$ cat config.mk
export PLATFORM = sky130hd
export DESIGN_NAME = adcas_sequencer
export DESIGN_NICKNAME = d
export VERILOG_FILES = /design/src/rtl/adcas_sequencer.v
export VERILOG_INCLUDE_DIRS = /design/src /design/src/rtl
export SDC_FILE = /design/constraint.sdc
export NUM_CORES = 1
export LEC_CHECK = 0
export BUFFER_PORTS_ARGS = -buffer_cell sky130_fd_sc_hd__buf_2
export CORE_ASPECT_RATIO = 0.6
export CORE_MARGIN = 4
export CORE_UTILIZATION = 45
export CTS_BUF_LIST = sky130_fd_sc_hd__clkbuf_8
export DETAILED_ROUTE_END_ITERATION = 7
export PLACE_DENSITY = 0.74
export SKIP_CTS_REPAIR_TIMING = 1
export SYNTH_ARGS = -nofsm -noshare
export SYNTH_HDL_FRONTEND = slang
export SYNTH_SLANG_ARGS = --single-unit
$ cat constraint.sdc
create_clock -name clk -period 5.9 [get_ports clk]
set_input_delay 1.18 -clock clk [delete_from_list [all_inputs] [get_ports clk]]
set_output_delay 1.18 -clock clk [all_outputs]
set_load 0.01 [all_outputs]
$ cat src/rtl/adcas_map.vh
// Register offsets, field positions and timing counts.
`ifndef ADCAS_MAP_VH
`define ADCAS_MAP_VH
`define ADCAS_OFF_DATA_BASE 12'h000
`define ADCAS_OFF_CTRL_ONE  12'h040
`define ADCAS_OFF_CTRL_TWO  12'h044
`define ADCAS_OFF_IRQ_CTRL  12'h048
`define ADCAS_OFF_CMP_RES   12'h04C
`define ADCAS_OFF_THR_A_UP  12'h050
`define ADCAS_OFF_THR_A_LO  12'h054
`define ADCAS_OFF_THR_B_UP  12'h058
`define ADCAS_OFF_THR_B_LO  12'h05C
`define ADCAS_C2_GO         0
`define ADCAS_C2_CONT       1
`define ADCAS_C2_POW        2
`define ADCAS_C2_PR_LSB     3
`define ADCAS_C2_PR_MSB     5
`define ADCAS_C1_FIRST_LSB  0
`define ADCAS_C1_FIRST_MSB  3
`define ADCAS_C1_PAIR_LSB   4
`define ADCAS_C1_PAIR_MSB   7
`define ADCAS_C1_OUT_GATE   8
`define ADCAS_C1_IN_GATE    9
`define ADCAS_IC_DONE       0
`define ADCAS_IC_WATCH      1
`define ADCAS_IC_DONE_EN    2
`define ADCAS_IC_WATCH_EN   3
`define ADCAS_IC_PRI_LSB    4
`define ADCAS_IC_PRI_MSB    6
`define ADCAS_SAMPLE_MULT   8
`define ADCAS_CONV_MULT     28
`define ADCAS_FCONV_MAX_MHZ 4
`define ADCAS_CLK_MHZ       100
`endif

$ cat src/rtl/adcas_sequencer.v
// Autoscan sequencer for a 10-bit SAR converter, with AHB-Lite registers.
`timescale 1ns/1ps
`include "adcas_map.vh"

module adcas_sequencer (
  // Clock and reset.
  input  wire        clk,
  input  wire        sys_rst,
  // AHB-Lite slave.
  input  wire        hsel,
  input  wire [11:0] haddr,
  input  wire [1:0]  htrans,
  input  wire        hwrite,
  input  wire [2:0]  hsize,
  input  wire [31:0] hwdata,
  input  wire        hready,
  output wire        hreadyout,
  output wire        hresp,
  output reg  [31:0] hrdata,
  // Triggers.
  input  wire        outside_trigger_pin,
  input  wire        inside_trigger_signal,
  // Analog converter side.
  output reg  [3:0]  conv_channel,
  output reg         conv_start,
  output reg         conv_sample,
  output reg         conv_clk,
  output reg         conv_power_down,
  input  wire [9:0]  conv_result,
  // Interrupt requests.
  output reg         scan_done_irq,
  output reg         threshold_watch_irq,
  output reg  [2:0]  irq_priority
);

  // Sequencer states.
  localparam [2:0] ST_IDLE = 3'b001;
  localparam [2:0] ST_SAMP = 3'b010;
  localparam [2:0] ST_CONV = 3'b100;

  // Register state.
  reg  [9:0]  data_q [0:15];
  reg  [3:0]  first_channel_select_q;
  reg  [3:0]  watch_pair_select_q;
  reg         outside_trigger_gate_q;
  reg         inside_trigger_gate_q;
  reg         scan_go_flag_q;
  reg         cont_q;
  reg         pow_q;
  reg  [2:0]  prescale_factor_q;
  reg         done_pend_q;
  reg         watch_pend_q;
  reg         done_en_q;
  reg         watch_en_q;
  reg  [2:0]  pri_q;
  reg  [3:0]  cmp_res_q;
  reg  [9:0]  thr_q [0:3];
  // Sequencer state.
  reg  [2:0]  state_q;
  reg  [3:0]  chan_q;
  reg  [7:0]  div_q;
  reg  [5:0]  tick_q;
  reg         cont_run_q;
  // Trigger synchronisers.
  reg  [1:0]  ext_sync_q;
  reg  [1:0]  int_sync_q;
  reg         ext_prev_q;
  reg         int_prev_q;
  // AHB data phase.
  reg         dph_wr_q;
  reg  [11:0] dph_addr_q;

  // Decodes a word address into a data channel index or flags none.
  function [4:0] data_index;
    input [11:0] a;
    begin
      if (a[11:6] == `ADCAS_OFF_DATA_BASE >> 6)
        data_index = {1'b1, a[5:2]};
      else
        data_index = 5'h00;
    end
  endfunction

  // Watchdog window check on one result.
  function watch_bad;
    input [9:0] v;
    input [9:0] up;
    input [9:0] lo;
    begin
      watch_bad = (v >= up) || (v < lo);
    end
  endfunction

  wire       acc    = hsel && hready && htrans[1];
  wire       wr_en  = dph_wr_q;
  wire [4:0] wr_dix = data_index(dph_addr_q);
  wire [4:0] rd_dix = data_index(haddr);
  wire [31:0] w     = hwdata;

  // A conversion period counts prescaled half-rate converter clocks.
  wire [7:0] half_div = (prescale_factor_q == 3'h0) ? 8'h01 :
                        {5'h00, prescale_factor_q};
  wire       cclk_tick = (div_q == half_div - 8'h01) && conv_clk;

  // Trigger edges after two flip-flops each.
  wire ext_rise = ext_sync_q[1] && !ext_prev_q;
  wire int_rise = int_sync_q[1] && !int_prev_q;
  wire trig = (ext_rise && outside_trigger_gate_q) ||
              (int_rise && inside_trigger_gate_q);
  wire trig_ok = trig && !scan_go_flag_q && !cont_run_q;

  wire sw_go_wr = wr_en && (dph_addr_q == `ADCAS_OFF_CTRL_TWO);
  wire conv_end = (state_q == ST_CONV) && cclk_tick &&
                  (tick_q == `ADCAS_CONV_MULT - 1);
  wire last_end = conv_end && (chan_q == 4'hF);
  wire [3:0] pair_a = watch_pair_select_q;
  wire [3:0] pair_b = watch_pair_select_q + 4'h1;
  wire bad_au = conv_end && chan_q == pair_a && conv_result >= thr_q[0];
  wire bad_al = conv_end && chan_q == pair_a && conv_result < thr_q[1];
  wire bad_bu = conv_end && chan_q == pair_b && conv_result >= thr_q[2];
  wire bad_bl = conv_end && chan_q == pair_b && conv_result < thr_q[3];
  wire watch_hit = (conv_end && chan_q == pair_a &&
                    watch_bad(conv_result, thr_q[0], thr_q[1])) ||
                   (conv_end && chan_q == pair_b &&
                    watch_bad(conv_result, thr_q[2], thr_q[3]));

  assign hreadyout = 1'b1;
  assign hresp     = 1'b0;

  // Synchronisers and AHB address phase capture.
  always @(posedge clk) begin
    if (sys_rst) begin
      ext_sync_q <= 2'b00;
      int_sync_q <= 2'b00;
      ext_prev_q <= 1'b0;
      int_prev_q <= 1'b0;
      dph_wr_q   <= 1'b0;
      dph_addr_q <= 12'h000;
    end else begin
      ext_sync_q <= {ext_sync_q[0], outside_trigger_pin};
      int_sync_q <= {int_sync_q[0], inside_trigger_signal};
      ext_prev_q <= ext_sync_q[1];
      int_prev_q <= int_sync_q[1];
      dph_wr_q   <= acc && hwrite;
      dph_addr_q <= haddr;
    end
  end

  // Read data is registered at the address phase and stands one cycle later.
  always @(posedge clk) begin
    if (sys_rst) begin
      hrdata <= 32'h00000000;
    end else if (acc && !hwrite) begin
      if (rd_dix[4])
        hrdata <= {16'h0000, data_q[rd_dix[3:0]][9:2],
                   data_q[rd_dix[3:0]][1:0], 6'h00};
      else case (haddr)
        `ADCAS_OFF_CTRL_ONE: hrdata <= {22'h0, inside_trigger_gate_q,
                                outside_trigger_gate_q, watch_pair_select_q,
                                first_channel_select_q};
        `ADCAS_OFF_CTRL_TWO: hrdata <= {26'h0, prescale_factor_q,
                                pow_q, cont_q, scan_go_flag_q};
        `ADCAS_OFF_IRQ_CTRL: hrdata <= {25'h0, pri_q, watch_en_q,
                                done_en_q, watch_pend_q, done_pend_q};
        `ADCAS_OFF_CMP_RES:  hrdata <= {28'h0000000, cmp_res_q};
        `ADCAS_OFF_THR_A_UP: hrdata <= {22'h0, thr_q[0]};
        `ADCAS_OFF_THR_A_LO: hrdata <= {22'h0, thr_q[1]};
        `ADCAS_OFF_THR_B_UP: hrdata <= {22'h0, thr_q[2]};
        `ADCAS_OFF_THR_B_LO: hrdata <= {22'h0, thr_q[3]};
        default:             hrdata <= 32'h00000000;
      endcase
    end
  end

  // Control registers; hardware sets win over software clears.
  always @(posedge clk) begin
    if (sys_rst) begin
      first_channel_select_q <= 4'h0;
      watch_pair_select_q    <= 4'h0;
      outside_trigger_gate_q <= 1'b0;
      inside_trigger_gate_q  <= 1'b0;
      scan_go_flag_q         <= 1'b0;
      cont_q                 <= 1'b0;
      pow_q                  <= 1'b0;
      prescale_factor_q      <= 3'h0;
      done_pend_q            <= 1'b0;
      watch_pend_q           <= 1'b0;
      done_en_q              <= 1'b0;
      watch_en_q             <= 1'b0;
      pri_q                  <= 3'h0;
      cmp_res_q              <= 4'h0;
      thr_q[0]               <= 10'h3FF;
      thr_q[1]               <= 10'h000;
      thr_q[2]               <= 10'h3FF;
      thr_q[3]               <= 10'h000;
    end else begin
      if (wr_en) begin
        case (dph_addr_q)
          `ADCAS_OFF_CTRL_ONE: begin
            first_channel_select_q <= w[3:0];
            watch_pair_select_q    <= w[7:4];
            outside_trigger_gate_q <= w[`ADCAS_C1_OUT_GATE];
            inside_trigger_gate_q  <= w[`ADCAS_C1_IN_GATE];
          end
          `ADCAS_OFF_CTRL_TWO: begin
            cont_q            <= w[`ADCAS_C2_CONT];
            pow_q             <= w[`ADCAS_C2_POW];
            prescale_factor_q <= w[`ADCAS_C2_PR_MSB:`ADCAS_C2_PR_LSB];
          end
          `ADCAS_OFF_IRQ_CTRL: begin
            done_en_q <= w[`ADCAS_IC_DONE_EN];
            watch_en_q <= w[`ADCAS_IC_WATCH_EN];
            pri_q     <= w[`ADCAS_IC_PRI_MSB:`ADCAS_IC_PRI_LSB];
          end
          `ADCAS_OFF_THR_A_UP: thr_q[0] <= w[9:0];
          `ADCAS_OFF_THR_A_LO: thr_q[1] <= w[9:0];
          `ADCAS_OFF_THR_B_UP: thr_q[2] <= w[9:0];
          `ADCAS_OFF_THR_B_LO: thr_q[3] <= w[9:0];
          default: ;
        endcase
      end
      // Go flag: software write, trigger set, single-mode self clear.
      if (trig_ok)
        scan_go_flag_q <= 1'b1;
      else if (last_end && !cont_q)
        scan_go_flag_q <= 1'b0;
      else if (sw_go_wr)
        scan_go_flag_q <= w[`ADCAS_C2_GO];
      // Pending flags: software may write either; an event wins.
      if (last_end)
        done_pend_q <= 1'b1;
      else if (wr_en && dph_addr_q == `ADCAS_OFF_IRQ_CTRL)
        done_pend_q <= w[`ADCAS_IC_DONE];
      if (watch_hit)
        watch_pend_q <= 1'b1;
      else if (wr_en && dph_addr_q == `ADCAS_OFF_IRQ_CTRL)
        watch_pend_q <= w[`ADCAS_IC_WATCH];
      // Compare flags clear when the watch flag is cleared by software.
      if (watch_hit)
        cmp_res_q <= cmp_res_q | {bad_au, bad_al, bad_bu, bad_bl};
      else if (!watch_pend_q)
        cmp_res_q <= 4'h0;
    end
  end

  // Scan sequencer; one conversion period must end before the next start.
  always @(posedge clk) begin
    if (sys_rst) begin
      state_q     <= ST_IDLE;
      chan_q      <= 4'h0;
      div_q       <= 8'h00;
      tick_q      <= 6'h00;
      cont_run_q  <= 1'b0;
      conv_clk    <= 1'b0;
      conv_start  <= 1'b0;
      conv_sample <= 1'b0;
    end else begin
      conv_start <= 1'b0;
      // Half period counter then toggle gives the divide by two.
      if (div_q == half_div - 8'h01) begin
        div_q    <= 8'h00;
        conv_clk <= !conv_clk && pow_q;
      end else begin
        div_q <= div_q + 8'h01;
      end
      case (state_q)
        ST_IDLE: begin
          cont_run_q <= 1'b0;
          if (scan_go_flag_q && pow_q && cclk_tick) begin
            chan_q      <= first_channel_select_q;
            conv_start  <= 1'b1;
            conv_sample <= 1'b1;
            tick_q      <= 6'h00;
            cont_run_q  <= cont_q;
            state_q     <= ST_SAMP;
          end
        end
        ST_SAMP: begin
          if (cclk_tick) begin
            tick_q <= tick_q + 6'h01;
            if (tick_q == `ADCAS_SAMPLE_MULT - 1) begin
              conv_sample <= 1'b0;
              state_q     <= ST_CONV;
            end
          end
        end
        ST_CONV: begin
          if (cclk_tick)
            tick_q <= tick_q + 6'h01;
          if (conv_end) begin
            tick_q <= 6'h00;
            if (chan_q != 4'hF) begin
              chan_q      <= chan_q + 4'h1;
              conv_start  <= 1'b1;
              conv_sample <= 1'b1;
              state_q     <= ST_SAMP;
            end else if (cont_q && scan_go_flag_q && !sw_go_wr) begin
              chan_q      <= first_channel_select_q;
              conv_start  <= 1'b1;
              conv_sample <= 1'b1;
              state_q     <= ST_SAMP;
            end else begin
              state_q <= ST_IDLE;
            end
          end
        end
        default: state_q <= ST_IDLE;
      endcase
      if (!pow_q) begin
        state_q     <= ST_IDLE;
        conv_sample <= 1'b0;
        conv_start  <= 1'b0;
        conv_clk    <= 1'b0;
      end
    end
  end

  // Result store: each finished conversion replaces the channel's entry.
  always @(posedge clk) begin
    if (conv_end)
      data_q[chan_q] <= conv_result;
    else if (wr_en && wr_dix[4])
      data_q[wr_dix[3:0]] <= {w[15:8], w[7:6]};
  end

  // Interrupt outputs; the watchdog masks a simultaneous done request.
  always @(posedge clk) begin
    if (sys_rst) begin
      scan_done_irq       <= 1'b0;
      threshold_watch_irq <= 1'b0;
      irq_priority        <= 3'h0;
      conv_channel        <= 4'h0;
      conv_power_down     <= 1'b1;
    end else begin
      threshold_watch_irq <= watch_pend_q && watch_en_q;
      scan_done_irq <= done_pend_q && done_en_q &&
                       !(watch_pend_q && watch_en_q);
      irq_priority    <= pri_q;
      conv_channel    <= chan_q;
      conv_power_down <= !pow_q;
    end
  end

endmodule // adcas_sequencer
# Word level (Yosys, flattened, before mapping)
# Memories as Yosys holds them, arrays and structs flattened.
# Index checks and enable logic that the tools add are counted.
[word_totals]
memories = 2
ram_bits = 200
regBits = 113
out_inout_bits = 47
input_bits = 66
elab_cells = 221
[classes]
muxes = 73
add_sub_neg = 5
reduce_logical = 66
bitwise_logic = 6
order_cmp = 4
eq_ne = 31
[memory_table]
columns = ["name", "depth", "width", "read_ports", "rd_ports_with_merged_regs", "write_ports", "line_no", "text"]
rows = [
  ["data_q", 16, 10, 1, 0, 1, "adcas_sequencer.v:42", "reg [9:0] data_q [0:15];"],
  ["thr_q", 4, 10, 4, 0, 4, "adcas_sequencer.v:57", "reg [9:0] thr_q [0:3];"],
]
[op_table]
columns = ["operator", "count"]
rows = [
  ["== test 12 x 7 -> 1 bit, second input constant", 15],
  ["case mux 10 bit (8 select lines)", 1],
  ["two-way mux 10 bit", 5],
  ["two-way mux 1 bit", 42],
  ["logical AND 1 bit", 34],
  ["two-way mux 4 bit", 7],
  ["greater-or-equal comparator 10 bit", 2],
  ["< comparator 10 bit", 2],
  ["two-way mux 6 bit", 3],
  ["case mux 6 bit (3 select lines)", 1],
  ["two-way mux 16 bit", 1],
  ["two-way mux 3 bit", 5],
  ["logical NOT 6 bit", 2],
  ["logical NOT 1 bit", 10],
  ["two-way mux 5 bit", 2],
  ["OR reduction 10 bit", 1],
  ["case mux 3 bit (3 select lines)", 1],
  ["adder 4 x 1 -> 4 bit, second input constant", 2],
  ["adder 8 x 1 -> 8 bit, second input constant", 1],
  ["== test 4 bit", 2],
  ["== test 8 bit", 1],
  ["!= test 2 bit, second input constant", 4],
  ["case mux 4 bit (2 select lines)", 1],
  ["AND reduction 2 bit", 4],
  ["24 further kinds", 36],
]

# Longest topological paths before layout
[logic_depth]
ltp_word = 11
ltp_mapped = 13
mapped_depth_nobuf = 10

# Worst setup path before layout
# No wires, ideal clock.
[synth_timing]
path_kind = "input to register"
startpoint = "input port haddr[9]"
endpoint = "register hrdata[12]"
setup_ns = 0.118
path_buffers = 2
required_ns = 5.782
cell_stages = 9
path_slack_ns = 2.641
t_arrival_ns = 3.141
path_cell_list = "or4_1 -> nor3_1 -> buf_2 -> nand2_2 -> buf_2 -> a211oi_1 -> a31oi_1 -> o221ai_1 -> nand2_1"
[synth_between]
elab_chain_cells = 4
[synth_rtl]
columns = ["item", "line_no", "text"]
rows = [
  ["start, declared", "adcas_sequencer.v:11", "input wire [11:0] haddr,"],
  ["logical NOT 6 bit (*)", "adcas_sequencer.v:77", "if (a[11:6] == `ADCAS_OFF_DATA_BASE >> 6)"],
  ["two-way mux 5 bit (*)", "adcas_sequencer.v:77", ""],
  ["memory read (16 x 10 bit)", "-", ""],
  ["two-way mux 16 bit (*)", "adcas_sequencer.v:154", "if (rd_dix[4])"],
  ["end signal, assigned", "adcas_sequencer.v:155", "hrdata <= {16'h0000, data_q[rd_dix[3:0]][9:2],"],
  ["end signal, assigned", "adcas_sequencer.v:158", "`ADCAS_OFF_CTRL_ONE: hrdata <= {22'h0, inside_trigger_gate_q,"],
  ["end signal, assigned", "adcas_sequencer.v:161", "`ADCAS_OFF_CTRL_TWO: hrdata <= {26'h0, prescale_factor_q,"],
  ["end, declared", "adcas_sequencer.v:19", "output reg [31:0] hrdata,"],
]
# Every way passes the cells marked *; elsewhere a longest branch is shown, timed or not.
# A chain may end at the register's enable or synchronous reset.

# Worst setup path after layout
[layout_timing]
startpoint = "register prescale_factor_q[1]"
endpoint = "memory data_q[0][1], enable pin"
[layout_between]
elab_chain_cells = 11
word_cells_on_any_way = 14
cone_classes = "add/sub: 1; eq/ne: 1; mux: 7; reduce/logical: 5"
[layout_rtl]
columns = ["item", "line_no", "text"]
rows = [
  ["start, declared", "adcas_sequencer.v:50", "reg [2:0] prescale_factor_q;"],
  ["start signal, assigned", "adcas_sequencer.v:208", "prescale_factor_q <= w[`ADCAS_C2_PR_MSB:`ADCAS_C2_PR_LSB];"],
  ["logical NOT 3 bit", "adcas_sequencer.v:101", "wire [7:0] half_div = (prescale_factor_q == 3'h0) ? 8'h01 :"],
  ["two-way mux 3 bit (*)", "adcas_sequencer.v:101", ""],
  ["subtractor 3 x 1 -> 4 bit (*)", "adcas_sequencer.v:103", "wire cclk_tick = (div_q == half_div - 8'h01) && conv_clk;"],
  ["== test 8 bit (*)", "adcas_sequencer.v:103", ""],
  ["logical AND 1 bit (*)", "adcas_sequencer.v:103", ""],
  ["logical AND 1 bit (*) (2 in a row)", "adcas_sequencer.v:113", "wire conv_end = (state_q == ST_CONV) && cclk_tick &&"],
  ["two-way mux 1 bit", "adcas_sequencer.v:320", "if (conv_end)"],
  ["two-way mux 1 bit (not written as such)", "adcas_sequencer.v:323", "data_q[wr_dix[3:0]] <= {w[15:8], w[7:6]};"],
  ["OR reduction 10 bit (no source line)", "-", ""],
  ["two-way mux 4 bit (no source line) or two-way mux 1 bit (tied branches)", "-", ""],
  ["end, declared", "adcas_sequencer.v:42", ""],
]
# Marks and branches as above.

==> impl_metrics.csv <==
group,metric,value,unit
run_status,status,"finished, final reports clean",
worst_setup_path,critPathMaxFanout,18,
worst_setup_path,cp_cell_sequence,"nor2_1, nor2_1, ha_1, xor2_1, nand2_1, or4_4, o21ai_4, o21ai_0, nor2_1",
worst_setup_path,crit_path_frequent_cell,"nor2_1",
timing,fmax,0.242,GHz
synthesis,yosysTopAreaCellShare,0.442,
synthesis,synth-edff-count,200,
route,dr.pass1.iters,5,
timing,setup_viol_count_final,0,
synthesis,ys_seq_elements,297,
synthesis,synth.avg_cell_area,12.2,um^2
timing,drv_slew,0,
flow_run,cap_viol_max_count,0,
global_route,grt_pass1_wl,54.3,mm
power,pwr_density_cell,268,nW/um^2
floorplan,rows,48,
synthesis,synthTopCellsByCount,"edfxtp_1 (200), dfxtp_1 (97), nand2_1 (97)",
floorplan,pin_count,113,
worst_setup_path,cp_num_cells,9,
worst_setup_path,critPathBufInv,0,
route,wirelength,36.2,mm
route,route.detailed.drc,0,
placed_design,gp_congestion,0.954,
route,drt_iter0_drc,1165,
worst_setup_path,endpoint_kind,"register",
power,vdd_drop_max,0.000127,V
synthesis,synth_largest_area_cell,"edfxtp_1",
floorplan,core-area,29200,um^2
placed_design,place_area,14300,um^2
global_route,grt_max_degree,73,
floorplan,fp.dieW,232,um
route,wl_per_cell,22.3,um
synthesis,ys_top_cells_by_area,"edfxtp_1 (44%), dfxtp_1 (14%), mux4_2 (5.8%), ha_1 (4.0%), nand2_1 (2.7%)",
layout,fillers,2571,
layout,nets,1303,
layout,finish.instance_area,15100,um^2
timing,fin_tns_setup,0,ns
worst_setup_path,crit_required,6.09,ns
hold_path,whs_path_depth,2,
timing,layout_min_cycle_time,4.12,ns
worst_setup_path,max_stage_delay,0.96,ns
clock_network,clkSinkCount,297,
floorplan,initial_core_util,0.465,
worst_setup_path,worst_ep_arrival_time,4.32,ns
worst_setup_path,startpoint_type,"register",
synthesis,syn_inst,1117,
worst_setup_path,crit_type,"reg2reg",
synthesis,synth_area,13600,um^2
placed_design,port-buffer-count,74,
synthesis,synth_cell_types,69,
layout,drive_gt1_frac,0.174,
worst_setup_path,crit_slowest_cell,"nor2_1",
clock_network,root_buffer,"clkbuf_8",
clock_network,htreeDepth,2,
synthesis,synth_flop_cell,"edfxtp_1",
clock_network,numCtsBuffers,43,
timing,tightest_slew,1.21,ns
timing,rsz0062_at_grt,"false",
worst_setup_path,cp_top_family,"simple AND/OR/NAND/NOR gates",
synthesis,synthArstFlopShare,0,
timing,relSlewSlack,0.169,
route,vias_per_cell,5.80,
floorplan,die_h,143,um
clock_network,cts_tree,"done",
clock_network,clkTransAtPathRegs,0.07,ns
synthesis,yosysSeqAreaShare,0.585,
route,via_count,9425,
timing,hold_viol_final,0,
route,drtAntennaViolNets,0,
power,leakage,5.57,nW
hold_path,hold_path.class,"reg2reg",
placed_design,dpl.hpwl,25.8,mm
clock_network,cts_buffer_depth,3,
layout,syn_to_final_growth,10.8,%
timing,min_period_over_period,0.699,
global_route,antenna_found_initial,1,
clock_network,clk_latency,0.59,ns
floorplan,dieArea,33100,um^2
synthesis,yosysMostFrequentCell,"edfxtp_1",
worst_setup_path,rr_worst_depth,9,
global_route,grt_pass1_vias,8924,
global_route,grt_overflow,0,
synthesis,yosysWarnings,0,
timing,clock-skew-final,0.0347,ns
global_route,gr-usage-all-layers,0.218,
## through the flow
stage	total power, W	std cells	setup WS, ns	hold WS (ns)	utilization
after floorplan	0.00242	1133	2.64	0.414	-
after global placement	0.00249	1549	1.95	0.421	0.487
after detailed placement	0.00250	1549	1.93	0.428	0.487
after CTS	0.00405	1625	1.92	0.442	0.515
after global routing	0.00417	1625	1.51	0.458	0.515
final	0.00403	1626	1.78	0.439	0.515
## layer usage
metal  GRT usage  share of wire  routed length, um
met4      0.0437          0.018                638
met2       0.283           0.38              13900
met5           0              0                  0
met1       0.346           0.46              16500
met3      0.0772           0.14               5160
## where the power goes
group | switching, W | internal, W
clock | 0.000804 | 0.000765
sequential | 0.00000887 | 0.00223
combinational | 0.000147 | 0.0000746
total | 0.000960 | 0.00307
## worst register-to-register path: stages (launching register included)
cell and delay (ns):
dfxtp_1 0.45, nor2_1 0.06, nor2_1 0.09, ha_1 0.25
xor2_1 0.23, nand2_1 0.17, or4_4 0.60, o21ai_4 0.58
o21ai_0 0.34, nor2_1 0.96
## flip-flops by register name, indices dropped and copies added (netlist names), 2 cells and up
name / cells
thr_q: 40
cmp_res_q: 4
ext_sync_q: 2
div_q: 8
irq_priority: 3
tick_q: 6
data_q: 160
conv_channel: 4
hrdata: 16
state_q: 3
first_channel_select_q: 4
pri_q: 3
dph_addr_q: 12
int_sync_q: 2
prescale_factor_q: 3
chan_q: 4
pair_a: 4
## cells by family (layout without fill, tap and decap cells)
kind of cell,Yosys count,after routing,synth area share
buf+inv,123,215,0.0415
mux,81,81,0.0932
xor+xnor,23,23,0.0148
flops,297,297,0.585
fa+ha+maj,43,43,0.0396
compound gates,183,183,0.0901
other cells,2,19,0.000553
simple gates,365,365,0.135
## placed cells by master, fill, tap and decap left out, types with 29 or more instances in the layout
cell and count:
clkbuf_8 49, buf_2 74, nor2_1 84, edfxtp_1 200, mux4_2 35, inv_1 67, nor2b_1 29, a21oi_1 58
dfxtp_1 97, mux2i_1 32, nand2_1 97, ha_1 43
## cell type report
class,count,area [um^2],area share
Timing Repair Buffer,88,475,0.0316
Clock buffer,49,674,0.0448
Inverter,51,191,0.0127
Sequential cell,297,7950,0.528
Antenna cell,1,2.50,0.000166
Tap cell,400,500,0.0332
Clock inverter,27,126,0.00839
Multi-Input combinational cell,713,5140,0.341
## final timing paths
kind / start / end / slack (ns)
worst max-delay path: prescale_factor_q[1] / data_q[0][1] / 1.78
worst min-delay path: hrdata[12] / hrdata[12] / 0.44
worst max register to register: prescale_factor_q[1] / data_q[0][1] / 1.78
worst min register to register: hrdata[12] / hrdata[12] / 0.44
No activity file was read; power rests on OpenSTA's default activity.
